[src/hdl/sldm_defs.svh]
`ifndef SLDM_DEFS_SVH
`define SLDM_DEFS_SVH

// register word indices on the plain port
`define SLDM_REG_CTRL        4'h0
`define SLDM_REG_Y_LEVELS    4'h1
`define SLDM_REG_C_LEVELS    4'h2
`define SLDM_REG_HTOTAL      4'h3
`define SLDM_REG_HSYNC_W     4'h4
`define SLDM_REG_ACT_START   4'h5
`define SLDM_REG_ACT_END     4'h6
`define SLDM_REG_STATUS      4'h7

// control field positions
`define SLDM_CTRL_MODE_LSB   0
`define SLDM_CTRL_PASSTHRU   2
`define SLDM_CTRL_RGB_OFS    3
`define SLDM_CTRL_SYNC_LSB   4
`define SLDM_CTRL_CSM_BYP    6
`define SLDM_CTRL_CLIP       7
`define SLDM_CTRL_FSADJ      8
`define SLDM_CTRL_WIDTH      9

// level word layout: blank, sync low, sync high
`define SLDM_LEV_BLANK_LSB   0
`define SLDM_LEV_LOW_LSB     10
`define SLDM_LEV_HIGH_LSB    20

// reset values
`define SLDM_CTRL_RST        9'h0c8
`define SLDM_Y_LEV_RST       30'h3c000040
`define SLDM_C_LEV_RST       30'h20080200
`define SLDM_HTOTAL_RST      12'h6b4
`define SLDM_HSYNC_W_RST     12'h07e
`define SLDM_ACT_START_RST   12'h0f4
`define SLDM_ACT_END_RST     12'h6a4

// 525-line interlaced preset
`define SLDM_FRAME_SIZE      10'h20d
`define SLDM_FIELD_SIZE      11'h107

// code range and dc offset
`define SLDM_CODE_MIN        10'h040
`define SLDM_CODE_Y_MAX      10'h3ac
`define SLDM_CODE_C_MAX      10'h3c0
`define SLDM_DAC_OFFSET      11'h100

`endif

[src/hdl/sldm_pkg.sv]
package sldm_pkg;

   typedef enum logic [1:0] {SLDM_MODE_SD, SLDM_MODE_HD, SLDM_MODE_PC, SLDM_MODE_RSVD} sldm_mode_e;
   typedef enum logic [1:0] {SLDM_SYNC_NONE, SLDM_SYNC_ONE, SLDM_SYNC_ALL, SLDM_SYNC_RSVD} sldm_sync_e;

   typedef enum logic [3:0] {
      double_equalization_line,
      double_broad_sync_line,
      full_normal_sync_line,
      active_video_line,
      active_then_equalization_line,
      equalization_then_broad_line,
      broad_then_equalization_line,
      full_equalization_line,
      sync_then_active_line
   } sldm_line_e;

   typedef enum logic [1:0] {SLDM_PULSE_NONE, SLDM_PULSE_NORM, SLDM_PULSE_EQ, SLDM_PULSE_BROAD} sldm_pulse_e;

   typedef struct packed {
      logic [9:0] ch2;
      logic [9:0] ch1;
      logic [9:0] ch0;
   } sldm_video_s;

   typedef struct packed {
      logic [10:0] ch2;
      logic [10:0] ch1;
      logic [10:0] ch0;
   } sldm_dac_s;

   typedef struct packed {
      logic [9:0] high;
      logic [9:0] low;
      logic [9:0] blank;
   } sldm_levels_s;

endpackage

[src/hdl/sldm_top.sv]
// Overview of operation
// active video lines always forward input samples during the active state.
// each line type runs from the previous breakpoint up to its own.
// first field: eq, broad, eq, normal sync, active, active/eq.
// second field: eq, eq/broad, broad, broad/eq, eq, full eq, sync, sync/active, active.
// frame size is loaded with 525 lines.
// field size is loaded with 263, the field boundary.
// field one spans 263 lines, field two 262 lines.
// non-video line types output generated levels unless pass-through is on.
// pass-through forwards input video in active part of permitting line types.
// pc graphics mode always drives dacs from the input bus.
// override levels come from separate luma and chroma settings.
// rgb setting adds the dc offset on all three channels.
// luma/colour-difference setting offsets luma only; chroma code 0 is bottom.
// source supplies colour-difference samples in offset binary.
// three dac channels with 11-bit input path.
// full-scale select chooses one of two output ranges.
// in sync-inserted rgb modes code 64 is blank, 940 peak.
// out-of-range codes are clipped or passed per matrix setting.
// sync on green: tri-level in hd, bi-level in sd, channel 0 only.
// sync on green: other channels hold blank during sync.
// sync on all channels when programmed; same format on all three.
// rgb without sync inserts none; separate hsync and vsync pins.
// sync on luma inserts sync only on the luma channel.
// colour-space matrix is bypassable for unmodified codes.
// line counter wraps to 1 after the frame size.
//
// The register addresses and the plain strobed port were left to the implementer.
`timescale 1ns/1ps
`default_nettype none
`include "sldm_defs.svh"

module sldm_top
   import sldm_pkg::*;
(
   input  wire logic        clk_sys_i,
   input  wire logic        rst_i,
   input  wire logic [3:0]  reg_addr_i,
   input  wire logic [31:0] reg_wdata_i,
   input  wire logic        reg_wr_i,
   input  wire logic        reg_rd_i,
   output logic      [31:0] reg_rdata_o,
   input  wire sldm_video_s video_i,
   output sldm_dac_s        dac_o,
   output logic             hsync_output_pin_o,
   output logic             vsync_output_pin_o,
   output logic             full_scale_sel_o
);

   // software registers, line-count presets and read data
   logic [8:0]   ctrl_q;
   logic [29:0]  y_lev_q;
   logic [29:0]  c_lev_q;
   logic [11:0]  htotal_q;
   logic [11:0]  hsync_w_q;
   logic [11:0]  act_start_q;
   logic [11:0]  act_end_q;
   logic [9:0]   frame_size_q;
   logic [10:0]  field_size_q;
   logic [31:0]  rdata_q;

   // timing state
   logic [11:0]  pix_q;
   logic [9:0]   line_q;
   sldm_dac_s    dac_q;
   logic         hsync_q;
   logic         vsync_q;

   wire         wr_ctrl   = reg_wr_i && (reg_addr_i == `SLDM_REG_CTRL);
   wire         wr_ylev   = reg_wr_i && (reg_addr_i == `SLDM_REG_Y_LEVELS);
   wire         wr_clev   = reg_wr_i && (reg_addr_i == `SLDM_REG_C_LEVELS);
   wire         wr_htot   = reg_wr_i && (reg_addr_i == `SLDM_REG_HTOTAL);
   wire         wr_hsw    = reg_wr_i && (reg_addr_i == `SLDM_REG_HSYNC_W);
   wire         wr_ast    = reg_wr_i && (reg_addr_i == `SLDM_REG_ACT_START);
   wire         wr_aen    = reg_wr_i && (reg_addr_i == `SLDM_REG_ACT_END);

   sldm_mode_e  mode;
   sldm_sync_e  sync_sel;
   assign mode     = sldm_mode_e'(ctrl_q[`SLDM_CTRL_MODE_LSB +: 2]);
   assign sync_sel = sldm_sync_e'(ctrl_q[`SLDM_CTRL_SYNC_LSB +: 2]);
   wire         passthru  = ctrl_q[`SLDM_CTRL_PASSTHRU];
   wire         rgb_ofs   = ctrl_q[`SLDM_CTRL_RGB_OFS];
   wire         csm_byp   = ctrl_q[`SLDM_CTRL_CSM_BYP];
   wire         clip_en   = ctrl_q[`SLDM_CTRL_CLIP];

   sldm_levels_s y_lev;
   sldm_levels_s c_lev;
   assign y_lev = sldm_levels_s'(y_lev_q);
   assign c_lev = sldm_levels_s'(c_lev_q);

   // -------- horizontal and line counters
   wire         pix_last  = (pix_q >= htotal_q - 12'h001);
   wire         line_last = (line_q >= frame_size_q);
   // frame wrap
   wire [9:0]   line_nxt  = line_last ? 10'h001 : line_q + 10'h001;
   wire [11:0]  half      = {1'b0, htotal_q[11:1]};
   wire         second    = (pix_q >= half);
   wire [11:0]  hpos      = second ? pix_q - half : pix_q;
   wire         in_act    = (pix_q >= act_start_q) && (pix_q < act_end_q);
   // field one ends at the field size line
   wire         field2    = ({1'b0, line_q} > field_size_q);

   // breakpoint schedule, each entry up to but excluding its line
   function automatic sldm_line_e line_type(input logic [9:0] ln);
      // first field
      if (ln < 10'h004)       line_type = double_equalization_line;
      else if (ln < 10'h007)  line_type = double_broad_sync_line;
      else if (ln < 10'h00a)  line_type = double_equalization_line;
      else if (ln < 10'h014)  line_type = full_normal_sync_line;
      else if (ln < 10'h107)  line_type = active_video_line;
      else if (ln < 10'h108)  line_type = active_then_equalization_line;
      // second field
      else if (ln < 10'h10a)  line_type = double_equalization_line;
      else if (ln < 10'h10b)  line_type = equalization_then_broad_line;
      else if (ln < 10'h10d)  line_type = double_broad_sync_line;
      else if (ln < 10'h10e)  line_type = broad_then_equalization_line;
      else if (ln < 10'h110)  line_type = double_equalization_line;
      else if (ln < 10'h111)  line_type = full_equalization_line;
      else if (ln < 10'h11a)  line_type = full_normal_sync_line;
      else if (ln < 10'h11b)  line_type = sync_then_active_line;
      else                    line_type = active_video_line;
   endfunction

   function automatic sldm_pulse_e half_pulse(input sldm_line_e lt, input logic sec);
      unique case (lt)
         double_equalization_line:      half_pulse = SLDM_PULSE_EQ;
         double_broad_sync_line:        half_pulse = SLDM_PULSE_BROAD;
         active_then_equalization_line: half_pulse = sec ? SLDM_PULSE_EQ : SLDM_PULSE_NORM;
         equalization_then_broad_line:  half_pulse = sec ? SLDM_PULSE_BROAD : SLDM_PULSE_EQ;
         broad_then_equalization_line:  half_pulse = sec ? SLDM_PULSE_EQ : SLDM_PULSE_BROAD;
         full_equalization_line:        half_pulse = sec ? SLDM_PULSE_NONE : SLDM_PULSE_EQ;
         default:                       half_pulse = sec ? SLDM_PULSE_NONE : SLDM_PULSE_NORM;
      endcase
   endfunction

   sldm_line_e  ltype;
   sldm_pulse_e pulse;
   assign ltype = line_type(line_q);
   assign pulse = half_pulse(ltype, second);

   wire [11:0]  eq_w      = {1'b0, hsync_w_q[11:1]};
   wire [11:0]  broad_w   = half - hsync_w_q;
   wire         sync_low  = (pulse == SLDM_PULSE_NORM  && hpos < hsync_w_q) ||
                            (pulse == SLDM_PULSE_EQ    && hpos < eq_w) ||
                            (pulse == SLDM_PULSE_BROAD && hpos < broad_w);
   // tri-level positive excursion follows the normal pulse in hd only
   wire         sync_high = (mode == SLDM_MODE_HD) && (pulse == SLDM_PULSE_NORM) &&
                            (hpos >= hsync_w_q) && (hpos < {hsync_w_q[10:0], 1'b0});

   // active lines always pass in the active state
   wire         pass_act  = (ltype == active_video_line) && in_act;
   // permitting types pass only with pass-through on
   wire         pass_opt  = passthru && (ltype == full_normal_sync_line) && in_act;
   wire         pass_mix  = in_act &&
                            (((ltype == active_then_equalization_line) && !second) ||
                             ((ltype == sync_then_active_line) && second));
   // pc mode never substitutes generated levels
   wire         use_video = (mode == SLDM_MODE_PC) || pass_act || pass_opt || pass_mix;

   // -------- video path
   // clip to the active code range unless the matrix passes codes
   function automatic logic [9:0] clip(input logic [9:0] v, input logic [9:0] hi);
      if (v < `SLDM_CODE_MIN) clip = `SLDM_CODE_MIN;
      else if (v > hi)        clip = hi;
      else                    clip = v;
   endfunction

   // bypass leaves input codes untouched
   wire         do_clip   = clip_en && !csm_byp;
   // rgb keeps 64..940 on every channel
   wire [9:0]   c_max     = rgb_ofs ? `SLDM_CODE_Y_MAX : `SLDM_CODE_C_MAX;
   wire [9:0]   v0        = do_clip ? clip(video_i.ch0, `SLDM_CODE_Y_MAX) : video_i.ch0;
   wire [9:0]   v1        = do_clip ? clip(video_i.ch1, c_max) : video_i.ch1;
   wire [9:0]   v2        = do_clip ? clip(video_i.ch2, c_max) : video_i.ch2;
   // rgb lifts all channels above the sync tip
   // otherwise only luma gets the offset; chroma code 0 is bottom
   wire [10:0]  ofs_y     = (mode == SLDM_MODE_PC) ? 11'h000 : `SLDM_DAC_OFFSET;
   wire [10:0]  ofs_c     = ((mode != SLDM_MODE_PC) && rgb_ofs) ? `SLDM_DAC_OFFSET : 11'h000;
   wire [10:0]  vd0       = {1'b0, v0} + ofs_y;
   wire [10:0]  vd1       = {1'b0, v1} + ofs_c;
   wire [10:0]  vd2       = {1'b0, v2} + ofs_c;

   // -------- generated levels
   // luma and chroma override levels are separate
   function automatic logic [10:0] gen_level(input sldm_levels_s lv, input logic ins,
                                             input logic lo, input logic hi);
      if (ins && lo)      gen_level = {1'b0, lv.low};
      else if (ins && hi) gen_level = {1'b0, lv.high};
      else                gen_level = {1'b0, lv.blank};
   endfunction

   // channel 0 carries sync in sync-on-green
   // channel 0 is luma in sync-on-luma
   // no insertion at all without sync
   wire         ins0      = (sync_sel == SLDM_SYNC_ONE) || (sync_sel == SLDM_SYNC_ALL);
   // other channels stay at blank unless all carry sync
   // all-channel insertion gives one common format
   wire         ins12     = (sync_sel == SLDM_SYNC_ALL);
   wire [10:0]  g0        = gen_level(y_lev, ins0, sync_low, sync_high);
   wire [10:0]  g1        = gen_level(c_lev, ins12, sync_low, sync_high);
   wire [10:0]  g2        = gen_level(c_lev, ins12, sync_low, sync_high);

   // three 11-bit dac words
   // non-video line types take the generated levels
   sldm_dac_s   dac_d;
   assign dac_d.ch0 = use_video ? vd0 : g0;
   assign dac_d.ch1 = use_video ? vd1 : g1;
   assign dac_d.ch2 = use_video ? vd2 : g2;

   wire         vsync_d   = (ltype == double_broad_sync_line) ||
                            (ltype == equalization_then_broad_line) ||
                            (ltype == broad_then_equalization_line);

   wire [31:0]  status    = {20'h00000, field2, ltype, line_q[6:0]};
   wire [31:0]  rdata_d   =
      (reg_addr_i == `SLDM_REG_CTRL)      ? {23'h000000, ctrl_q} :
      (reg_addr_i == `SLDM_REG_Y_LEVELS)  ? {2'h0, y_lev_q} :
      (reg_addr_i == `SLDM_REG_C_LEVELS)  ? {2'h0, c_lev_q} :
      (reg_addr_i == `SLDM_REG_HTOTAL)    ? {20'h00000, htotal_q} :
      (reg_addr_i == `SLDM_REG_HSYNC_W)   ? {20'h00000, hsync_w_q} :
      (reg_addr_i == `SLDM_REG_ACT_START) ? {20'h00000, act_start_q} :
      (reg_addr_i == `SLDM_REG_ACT_END)   ? {20'h00000, act_end_q} :
      (reg_addr_i == `SLDM_REG_STATUS)    ? {status[31:17], line_q, status[6:0]} :
      32'h00000000;

   always_ff @(posedge clk_sys_i)
   begin
      if (rst_i)
      begin
         ctrl_q      <= `SLDM_CTRL_RST;
         y_lev_q     <= `SLDM_Y_LEV_RST;
         c_lev_q     <= `SLDM_C_LEV_RST;
         htotal_q    <= `SLDM_HTOTAL_RST;
         hsync_w_q   <= `SLDM_HSYNC_W_RST;
         act_start_q <= `SLDM_ACT_START_RST;
         act_end_q   <= `SLDM_ACT_END_RST;
      end
      else
      begin
         if (wr_ctrl) ctrl_q      <= reg_wdata_i[`SLDM_CTRL_WIDTH-1:0];
         if (wr_ylev) y_lev_q     <= reg_wdata_i[29:0];
         if (wr_clev) c_lev_q     <= reg_wdata_i[29:0];
         if (wr_htot) htotal_q    <= reg_wdata_i[11:0];
         if (wr_hsw)  hsync_w_q   <= reg_wdata_i[11:0];
         if (wr_ast)  act_start_q <= reg_wdata_i[11:0];
         if (wr_aen)  act_end_q   <= reg_wdata_i[11:0];
      end
   end

   // frame size preset
   // field size preset
   always_ff @(posedge clk_sys_i)
   begin
      frame_size_q <= `SLDM_FRAME_SIZE;
      field_size_q <= `SLDM_FIELD_SIZE;
   end

   always_ff @(posedge clk_sys_i)
   begin
      if (rst_i)
      begin
         pix_q   <= 12'h000;
         line_q  <= 10'h001;
         dac_q   <= '0;
         hsync_q <= 1'b0;
         vsync_q <= 1'b0;
         rdata_q <= 32'h00000000;
      end
      else
      begin
         pix_q   <= pix_last ? 12'h000 : pix_q + 12'h001;
         if (pix_last)
            line_q <= line_nxt;
         dac_q   <= dac_d;
         // separate sync pins
         hsync_q <= (pulse == SLDM_PULSE_NORM) && !second && (hpos < hsync_w_q);
         vsync_q <= vsync_d;
         rdata_q <= reg_rd_i ? rdata_d : 32'h00000000;
      end
   end

   assign reg_rdata_o        = rdata_q;
   assign dac_o              = dac_q;
   assign hsync_output_pin_o = hsync_q;
   assign vsync_output_pin_o = vsync_q;
   // full-scale range select
   assign full_scale_sel_o   = ctrl_q[`SLDM_CTRL_FSADJ];

   // -------- checks
   a_line_wrap: assert property (@(posedge clk_sys_i) disable iff (rst_i)
      (pix_last && line_q == 10'h20d) |=> (line_q == 10'h001))
      else $error("line counter did not wrap to 1");

   a_line_range: assert property (@(posedge clk_sys_i) disable iff (rst_i)
      (line_q >= 10'h001) && (line_q <= 10'h20d))
      else $error("line counter outside 1..525");

   a_field_split: assert property (@(posedge clk_sys_i) disable iff (rst_i)
      field2 == (line_q >= 10'h108))
      else $error("field flag wrong at field boundary");

   a_active_pass: assert property (@(posedge clk_sys_i) disable iff (rst_i)
      (ltype == active_video_line && in_act && !do_clip && mode == SLDM_MODE_SD)
      |=> (dac_o.ch0 == {1'b0, $past(video_i.ch0)} + `SLDM_DAC_OFFSET))
      else $error("active video not forwarded");

   a_gen_levels: assert property (@(posedge clk_sys_i) disable iff (rst_i)
      (mode != SLDM_MODE_PC && !passthru && ltype == double_broad_sync_line)
      |=> (dac_o.ch0 == {1'b0, $past(y_lev.low)} || dac_o.ch0 == {1'b0, $past(y_lev.blank)}
           || dac_o.ch0 == {1'b0, $past(y_lev.high)}))
      else $error("generated level not selected");

   a_pc_video: assert property (@(posedge clk_sys_i) disable iff (rst_i)
      (mode == SLDM_MODE_PC && csm_byp) |=> (dac_o.ch1 == {1'b0, $past(video_i.ch1)}))
      else $error("pc mode did not forward input");

   a_green_blank: assert property (@(posedge clk_sys_i) disable iff (rst_i)
      (!use_video && sync_sel == SLDM_SYNC_ONE) |=> (dac_o.ch2 == {1'b0, $past(c_lev.blank)}))
      else $error("red or blue channel left blank level during sync");

   a_no_sync: assert property (@(posedge clk_sys_i) disable iff (rst_i)
      (!use_video && sync_sel == SLDM_SYNC_NONE) |=> (dac_o.ch0 == {1'b0, $past(y_lev.blank)}))
      else $error("sync inserted while insertion is off");

   a_chroma_ofs: assert property (@(posedge clk_sys_i) disable iff (rst_i)
      (use_video && !rgb_ofs && csm_byp) |=> (dac_o.ch2 == {1'b0, $past(video_i.ch2)}))
      else $error("offset added to chroma in luma mode");

   a_luma_sync: assert property (@(posedge clk_sys_i) disable iff (rst_i)
      (!use_video && ins0 && sync_low) |=> (dac_o.ch0 == {1'b0, $past(y_lev.low)}))
      else $error("sync tip missing on channel 0");

   a_all_sync: assert property (@(posedge clk_sys_i) disable iff (rst_i)
      (!use_video && ins12 && sync_low)
      |=> (dac_o.ch1 == {1'b0, $past(c_lev.low)}) && (dac_o.ch2 == {1'b0, $past(c_lev.low)}))
      else $error("sync tip missing on channels 1 and 2");

   a_pass_opt: assert property (@(posedge clk_sys_i) disable iff (rst_i)
      (passthru && ltype == full_normal_sync_line && in_act) |=> (dac_o.ch0 == $past(vd0)))
      else $error("pass-through did not forward input");

   a_mix_gen: assert property (@(posedge clk_sys_i) disable iff (rst_i)
      (mode != SLDM_MODE_PC && ltype == active_then_equalization_line && second)
      |=> (dac_o.ch1 == $past(g1)))
      else $error("second half of mixed line not generated");

   a_vsync_pin: assert property (@(posedge clk_sys_i) disable iff (rst_i)
      (line_q >= 10'h004 && line_q < 10'h007) |=> vsync_output_pin_o)
      else $error("vertical sync pin low on broad lines");

   a_eq_lines: assert property (@(posedge clk_sys_i) disable iff (rst_i)
      (line_q >= 10'h10e && line_q < 10'h111) |=> !vsync_output_pin_o)
      else $error("vertical sync pin high on equalization lines");

   a_hsync_pin: assert property (@(posedge clk_sys_i) disable iff (rst_i)
      (pulse == SLDM_PULSE_BROAD) |=> !hsync_output_pin_o)
      else $error("horizontal sync pin high during broad pulse");

   a_clip_luma: assert property (@(posedge clk_sys_i) disable iff (rst_i)
      (do_clip && use_video && mode != SLDM_MODE_PC)
      |=> (dac_o.ch0 >= {1'b0, `SLDM_CODE_MIN} + `SLDM_DAC_OFFSET)
          && (dac_o.ch0 <= {1'b0, `SLDM_CODE_Y_MAX} + `SLDM_DAC_OFFSET))
      else $error("luma code outside clip range");

   a_pc_luma: assert property (@(posedge clk_sys_i) disable iff (rst_i)
      (mode == SLDM_MODE_PC && !do_clip) |=> (dac_o.ch0 == {1'b0, $past(video_i.ch0)}))
      else $error("pc mode altered luma input");

   a_rgb_chroma: assert property (@(posedge clk_sys_i) disable iff (rst_i)
      (use_video && rgb_ofs && mode == SLDM_MODE_SD && !do_clip)
      |=> (dac_o.ch1 == {1'b0, $past(video_i.ch1)} + `SLDM_DAC_OFFSET))
      else $error("rgb offset missing on channel 1");

endmodule
`default_nettype wire

[config.mk]
export PLATFORM = sky130hd
export DESIGN_NAME = sldm_top
export DESIGN_NICKNAME = d
export VERILOG_FILES = /design/src/hdl/sldm_pkg.sv /design/src/hdl/sldm_top.sv
export VERILOG_INCLUDE_DIRS = /design/src /design/src/hdl
export SDC_FILE = /design/constraint.sdc
export NUM_CORES = 1
export LEC_CHECK = 0
export BUFFER_PORTS_ARGS = -buffer_cell sky130_fd_sc_hd__buf_4
export CAP_MARGIN = 20
export CORE_MARGIN = 2
export CORE_UTILIZATION = 54
export DETAILED_ROUTE_END_ITERATION = 10
export HOLD_SLACK_MARGIN = 0.05
export MAX_ROUTING_LAYER = met4
export PLACE_DENSITY = 0.86
export SLEW_MARGIN = 20
export SYNTH_ARGS = -nofsm -noshare
export SYNTH_HDL_FRONTEND = slang
export SYNTH_SLANG_ARGS = --single-unit
[constraint.sdc]
create_clock -name clk_sys_i -period 4.47 [get_ports clk_sys_i]
set_clock_uncertainty 0.15 [all_clocks]
set_input_delay 0.6705 -clock clk_sys_i [delete_from_list [all_inputs] [get_ports clk_sys_i]]
set_output_delay 0.6705 -clock clk_sys_i [all_outputs]
set_load 0.05 [all_outputs]
==> results.py, run 1 <==
metrics = {
    "logic_synthesis": {
        "synth_cell_types": 75,
        "ys_ff_latch": 204,
        "yosysSeqAreaShare": 0.339,
        "yosysWarnings": 0,
        "synth-edff-count": 0,
        "synth_area_per_cell_um2": 8.01,
        "syn_inst": 1503,
        "synth_top_area_cell": "dfxtp_1",
        "ys.flop_type": "dfxtp_1",
        "synthArstFlopShare": 0,
        "synth_top_area_frac": 0.339,
        "yosys-top-cells-area": "dfxtp_1 34%, ha_1 12%, nand2_1 8.8%, a21oi_1 6.2%, nor2_1 2.8%",
        "synth_area_um2": 12000,
    },
    "setup_path": {
        "crit_slowest_cell": "or3_4",
        "cp.required_ns": 4.73,
        "worstPathMaxFanout": 6,
        "path_class": "reg2reg",
        "crit_chain": "buf_6 -> ha_4 -> inv_2 -> fa_2 -> nand3_2 -> a21oi_2 -> o31a_1 -> buf_6 -> nor2_4 -> buf_6 -> nand2_1 -> o21ai_0 -> ha_1 -> o211ai_1 -> a21oi_2 -> or3_4 -> o211a_1 -> nand4_1 -> or2_4 -> buf_16 -> mux2_4 -> mux2i_4 -> o22ai_2",
        "critPathLaunchType": "flip-flop",
        "max_stage_delay_ns": 0.40,
        "critPathArrivalTime_ns": 5.14,
        "cp_common_cell": "buf_6",
        "cp-end-kind": "flip-flop",
    },
    "pwr": {
        "power.leakage_nw": 6.87,
        "irDropWorstVdd_uv": 228,
        "total_power_mw": 4.33,
        "powerDensity_nw_per_um2": 272,
    },
    "placed_design": {
        "pre_cts_ws_ns": -0.556,
        "place_congestion": 1.02,
        "place_inst": 1967,
        "portBuffers": 133,
        "hpwl_um": 30800,
    },
    "grt": {
        "grt_overflow": 0,
        "grtUsageTotal": 0.374,
        "grt_max_degree": 89,
        "grt_pass1_vias": 12600,
        "grt_pass1_wl_um": 68300,
        "antenna_found_initial": 0,
    },
    "route": {
        "dr.first_iter.drc_count": 1705,
        "vias_per_cell": 6.39,
        "drc": 0,
        "first_pass_iters": 7,
        "drt_wl_total_um": 45000,
        "antenna_left": 0,
        "routedWlPerCell_um": 22.0,
        "vias": 13100,
    },
    "timing": {
        "fmax_mhz": 205,
        "min_period_over_period": 1.09,
        "slew_headroom": 0.199,
        "worstMarginPinSlew_ns": 1.20,
        "setup_viol": 30,
        "hold_slack_ns": 0.224,
        "fin_crit_ns": 4.89,
        "hold_viol": 0,
        "setup_ws_ns": -0.415,
        "rsz0062_at_grt": "true",
        "finalMaxSlewViolations": 0,
    },
    "layout": {
        "fill_cells": 1504,
        "antennaDiodeCount": 0,
        "syn2layout_area_growth_pct": 32.4,
        "final_cells": 2045,
        "nets": 1940,
        "drive_gt1_frac": 0.266,
    },
    "clock_network": {
        "cts_max_level": 1,
        "cts.sinks": 204,
        "cts_root_buf": "clkbuf_16",
        "cts_tree": "done",
        "clock_latency_ns": 0.53,
        "clk_path_buf_depth": 3,
        "path_clk_slew_ns": 0.07,
        "cts_made_buffers": 23,
    },
    "status": {
        "violations": "setup timing",
        "outcome": "finished with violations",
    },
    "floorplanning": {
        "die_width_um": 153,
        "initial_core_util": 0.551,
        "core_area_um2": 21800,
        "die_y_um": 153,
        "row_count": 54,
        "ios": 138,
        "die_area_um2": 23500,
    },
    "flow_run": {
        "max_cap_viol_count": 0,
    },
    "worst_hold_path": {
        "hold_class": "in2reg",
    },
}
-- critical path, delay by kind of cell, from the launching register on --
| family | cells | cell delay [ns] |
|---|---|---|
| AOI/OAI and AO/OA | 7 | 1.16 |
| buffers and inverters | 5 | 0.59 |
| DFF | 1 | 0.37 |
| muxes | 2 | 0.52 |
| adders and majority gates | 3 | 0.84 |
| and+or+nand+nor | 6 | 1.14 |
-- flip-flops by register name, indices dropped and copies added, names as in the netlist, 30 cells and up --
name and count:
y_lev 30, reg_rdata_o 30, dac_o 33, c_lev 30
-- path summary, 6_finish.rpt --
check	from	cells past startpoint	endpoint	slack [ns]
max	htotal_q[1]	23	dac_o[14]	-0.42
min	reg_wdata_i[28]	3	y_lev[28]	0.22
max reg2reg	htotal_q[1]	23	dac_o[14]	-0.42
min reg2reg	act_start_q[9]	2	act_start_q[9]	0.31
-- power by group --
part | switching [mW] | internal, mW | total (mW)
clock | 0.800 | 1.19 | 1.99
sequential | 0.0232 | 1.84 | 1.87
combinational | 0.286 | 0.185 | 0.471
total | 1.11 | 3.22 | 4.33
-- logic make-up (layout without fill, tap and decap cells) --
family,count (synthesis),after routing,share of synthesized area
muxes,48,48,0.0464
DFF,204,204,0.339
xor gates and xnor gates,39,39,0.0284
other,1,2,0.000312
adders and majority gates,122,122,0.128
and+or+nand+nor,537,537,0.200
buffers and inverters,158,419,0.0519
AOI/OAI and AO/OA,394,394,0.206
-- layout make-up --
type	instances	area, um2	area share
Tap cell	280	350	0.0220
Clock buffer	35	691	0.0434
Inverter	76	288	0.0181
Sequential cell	204	4090	0.257
Timing Repair Buffer	301	2390	0.150
Clock inverter	7	104	0.00652
Multi-Input combinational cell	1142	8020	0.503
-- per-stage QoR --
step | TNS, ns | utilization | instance area, um2
6_report | -10.62 | 0.730 | 15900
5_1_grt | -15.35 | 0.730 | 15900
4_1_cts | -3.63 | 0.712 | 15500
3_5_place_dp | -14.47 | 0.648 | 14100
3_3_place_gp | -10.71 | 0.648 | 14100
2_1_floorplan | 0 | - | 12100
-- layout by cell type, fill, tap and decap left out, types with 13 or more instances in the layout --
cell type	n
ha_4	13
nand3_1	41
inv_1	69
o21ai_0	47
nand4_1	15
a22oi_1	29
a21o_1	16
mux2_4	18
clkbuf_16	24
nor3_1	14
nor2b_1	16
dfxtp_1	201
nor2_1	84
a21oi_2	13
nand2b_1	16
o21ai_1	19
buf_4	287
o211ai_1	31
a21oi_1	134
ha_1	106
xnor2_1	26
nand2_1	280
-- timing repair --
action                                  in CTS  in global routing
resized for setup                          102                 54
setup buffers                               23                 12
hold buffers                                 0                  0
cloned                                       3                  0
endpoints found under the setup margin      30                 38
pin swaps                                   33                 51
-- synthesized netlist by cell type, drive strengths merged, types with 6 or more instances --
| master | n |
|---|---|
| nand2 | 283 |
| dfxtp | 204 |
| a21oi | 150 |
| ha | 120 |
| nor2 | 92 |
| inv | 75 |
| o21ai | 72 |
| clkbuf | 70 |
| nand3 | 42 |
| o211ai | 31 |
| a22oi | 29 |
| xnor2 | 27 |
| mux2i | 26 |
| mux2 | 20 |
| nand2b | 17 |
| nor2b | 17 |
| a21o | 16 |
| nand4 | 15 |
| nor3 | 14 |
| a211oi | 13 |
| and3 | 13 |
| buf | 12 |
| xor2 | 12 |
| o22ai | 11 |
| a31oi | 10 |
| and2 | 9 |
| a221oi | 8 |
| nor4 | 6 |
| o31ai | 6 |
| or4 | 6 |
-- routing by layer --
metal  part of all wire  GRT usage  routed length (um)  vias up
met2               0.45      0.604               20400      961
met5                  0          -                   0        -
met4              0.077      0.224                3450        0
met3               0.11     0.0783                4920      260
li1                   -          -                   -     5805
met1               0.36      0.428               16200     6035
Power figures use the tool's default switching activity.
==> run 2: changes to the inputs <==
--- a/config.mk
+++ b/config.mk
@@ -6,14 +6,14 @@
 export SDC_FILE = /design/constraint.sdc
 export NUM_CORES = 1
 export LEC_CHECK = 0
-export BUFFER_PORTS_ARGS = -buffer_cell sky130_fd_sc_hd__buf_4
 export CAP_MARGIN = 20
 export CORE_MARGIN = 2
-export CORE_UTILIZATION = 54
+export CORE_UTILIZATION = 58
 export DETAILED_ROUTE_END_ITERATION = 10
+export DONT_BUFFER_PORTS = 1
 export HOLD_SLACK_MARGIN = 0.05
 export MAX_ROUTING_LAYER = met4
-export PLACE_DENSITY = 0.86
+export PLACE_DENSITY = 0.84
 export SLEW_MARGIN = 20
 export SYNTH_ARGS = -nofsm -noshare
 export SYNTH_HDL_FRONTEND = slang
==> run 2 against run 1 <==
Effect of this change:
- the flow still finishes with violations (setup timing)
- total power is 2.8% lower
- flip-flop and latch count stayed put
- register-to-register slack better by 0.20 ns
- combinational power is 33% lower
- via count is 4.1% lower
- worst setup slack better by 0.20 ns
- cell count is 7.6% lower
- die area is 6.7% lower
- critical path depth stayed put
- cell area is 7.4% lower
- critical path type unchanged
- highest routed layer unchanged
==> results.py, run 2 (same netlist as run 1, synthesis figures left out) <==
metrics = {
    "timing": {
        "worstMarginPinSlew_ns": 1.12,
        "hold_viol": 0,
        "min_period_over_period": 1.05,
        "rsz0062_at_grt": "true",
        "setup_ws_ns": -0.210,
        "fin_crit_ns": 4.68,
        "slew_headroom": 0.250,
        "finalMaxSlewViolations": 0,
        "fmax_mhz": 214,
        "setup_viol": 30,
    },
    "pwr": {
        "power.switching_mw": 1.04,
        "power_frac_seq": 0.451,
        "p_int_mw": 3.16,
        "total_power_mw": 4.21,
        "powerDensity_nw_per_um2": 285,
        "irDropWorstVdd_uv": 297,
        "power.leakage_nw": 6.13,
        "power_frac_clock": 0.474,
        "power_frac_comb": 0.075,
        "switching_share": 0.248,
    },
    "setup_path": {
        "rrSetupSlack_ns": -0.21,
        "cp-end-kind": "flip-flop",
        "critPathArrivalTime_ns": 4.95,
        "ff2ff_path_depth": 23,
        "worstSetupEndpoint": "dac_o[5]",
        "timing.rr.start": "htotal_q[1]",
        "path_class": "reg2reg",
        "critPathLaunchType": "flip-flop",
        "worstSetupStartpoint": "htotal_q[1]",
        "r2r-end": "dac_o[5]",
        "worstPathMaxFanout": 10,
        "cp.required_ns": 4.74,
    },
    "layout": {
        "largest-register": "dac_o",
        "drive_gt1_frac": 0.195,
        "nets": 1795,
        "multi_input_area_um2": 7970,
        "fill_cells": 1390,
        "most-common-layout-cells": "282 x nand2_1, 201 x dfxtp_1, 141 x buf_4",
        "largest_reg_flops": 33,
        "regArea_um2": 4090,
        "syn2layout_area_growth_pct": 22.6,
        "design_area_um2": 14800,
        "mostFrequentLayoutCell": "nand2_1",
    },
    "grt": {
        "grtUsageTotal": 0.398,
        "grt_max_degree": 90,
        "antenna_found_initial": 1,
        "grt_pass1_vias": 12000,
        "grt_pass1_wl_um": 66400,
        "grt_overflow": 0,
    },
    "clock_network": {
        "cts_tree": "done",
        "clk_path_buf_depth": 3,
        "cts_root_buf": "clkbuf_16",
        "cts_max_level": 1,
        "path_clk_slew_ns": 0.07,
        "cts.sinks": 204,
        "cts_made_buffers": 23,
        "clock_latency_ns": 0.54,
    },
    "placed_design": {
        "portBuffers": 0,
        "placed_cell_area_um2": 13100,
        "place_congestion": 0.986,
        "hpwl_um": 29600,
    },
    "route": {
        "dr.first_iter.drc_count": 1633,
        "antenna_left": 0,
        "drt_wl_total_um": 44100,
        "vias_per_cell": 6.63,
        "drc": 0,
        "vias": 12500,
        "routedWlPerCell_um": 23.3,
        "first_pass_iters": 7,
    },
    "worst_hold_path": {
        "hold_class": "in2reg",
    },
    "floorplanning": {
        "die_y_um": 148,
        "ios": 138,
        "initial_core_util": 0.593,
        "die_area_um2": 21900,
        "core_area_um2": 20300,
        "die_width_um": 148,
        "row_count": 52,
    },
    "status": {
        "outcome": "finished with violations",
        "violations": "setup timing",
    },
    "flow_run": {
        "max_cap_viol_count": 0,
    },
}
run 2: cell types whose count changed in the layout (fill, tap and decap cells not counted), sizes merged:
cell / delta
clkinvlp: +2
inv: -1
buf: -144
diode: +1
clkinv: -2
clkbuf: -1
run 2: area by class of cell:
type | count | share of cell area
flip-flops and latches | 204 | 0.277
inverters | 76 | 0.0195
diodes | 1 | 0.000170
repair buffers | 156 | 0.0869
multi-input cells | 1142 | 0.540
well taps | 270 | 0.0229
clock buffers | 35 | 0.0468
clock inverters | 6 | 0.00678
run 2: worst min path at each step:
stage	from	endpoint	slack (ns)	cells past startpoint
6_report	rst_i	c_lev[10]	0.05	1
5_1_grt	rst_i	y_lev[13]	0.06	1
4_1_cts	rst_i	c_lev[10]	0.05	1
3_5_place_dp	act_start_q[10]	act_start_q[10]	0.29	2
3_3_place_gp	act_start_q[11]	act_start_q[11]	0.29	2
2_1_floorplan	act_start_q[10]	act_start_q[10]	0.29	2
run 2: repair_timing:
| item | in CTS | in global routing |
|---|---|---|
| endpoints found under the setup margin | 30 | 39 |
| gates cloned | 2 | 0 |
| hold buffers | 0 | 0 |
| pin swaps | 40 | 22 |
| setup buffers | 20 | 4 |
| resized for setup | 109 | 32 |
run 2: critical path: stages (launching register included):
cell     delay (ns)
dfxtp_2        0.35
buf_6          0.10
ha_4           0.12
inv_2          0.04
fa_2           0.38
nand3_2        0.10
a21oi_2        0.07
o31a_1         0.38
or2_4          0.33
buf_6          0.14
a21oi_4        0.18
ha_4           0.16
nand4_1        0.11
or2_4          0.26
a21oi_2        0.12
or3_4          0.14
o211a_1        0.16
nand4_1        0.16
buf_4          0.20
nor2_4         0.10
buf_12         0.14
mux2_2         0.34
mux2i_1        0.22
o22ai_1        0.12
run 2: through the flow:
stage | utilization | hold WS [ns] | setup slack, ns | instances | setup TNS, ns
4_1_cts | 0.717 | 0.0532 | -0.108 | 1885 | -1.84
6_report | 0.727 | 0.0548 | -0.210 | 1890 | -4.88
3_3_place_gp | 0.645 | 0.287 | -0.403 | 1822 | -9.59
2_1_floorplan | - | 0.286 | 0.0132 | 1504 | 0
5_1_grt | 0.727 | 0.0591 | -0.326 | 1890 | -9.27
3_5_place_dp | 0.645 | 0.292 | -0.573 | 1822 | -15.02
run 2: power by group through the flow:
| stage | Clock [mW] | Combinational, mW | Sequential, mW |
|---|---|---|---|
| 2_1_floorplan | 0 | 0.202 | 1.93 |
| 3_3_place_gp | 0 | 0.259 | 1.93 |
| 3_5_place_dp | 0 | 0.270 | 1.93 |
| 4_1_cts | 1.97 | 0.289 | 1.89 |
| 5_1_grt | 2.06 | 0.337 | 1.90 |
| 6_report | 1.99 | 0.316 | 1.90 |
run 2: routing by layer:
| metal | GRT usage | up-vias | share of wire |
|---|---|---|---|
| met5 | - | - | 0 |
| met4 | 0.254 | 0 | 0.081 |
| met2 | 0.616 | 982 | 0.44 |
| li1 | - | 5526 | - |
| met1 | 0.460 | 5733 | 0.35 |
| met3 | 0.105 | 288 | 0.13 |
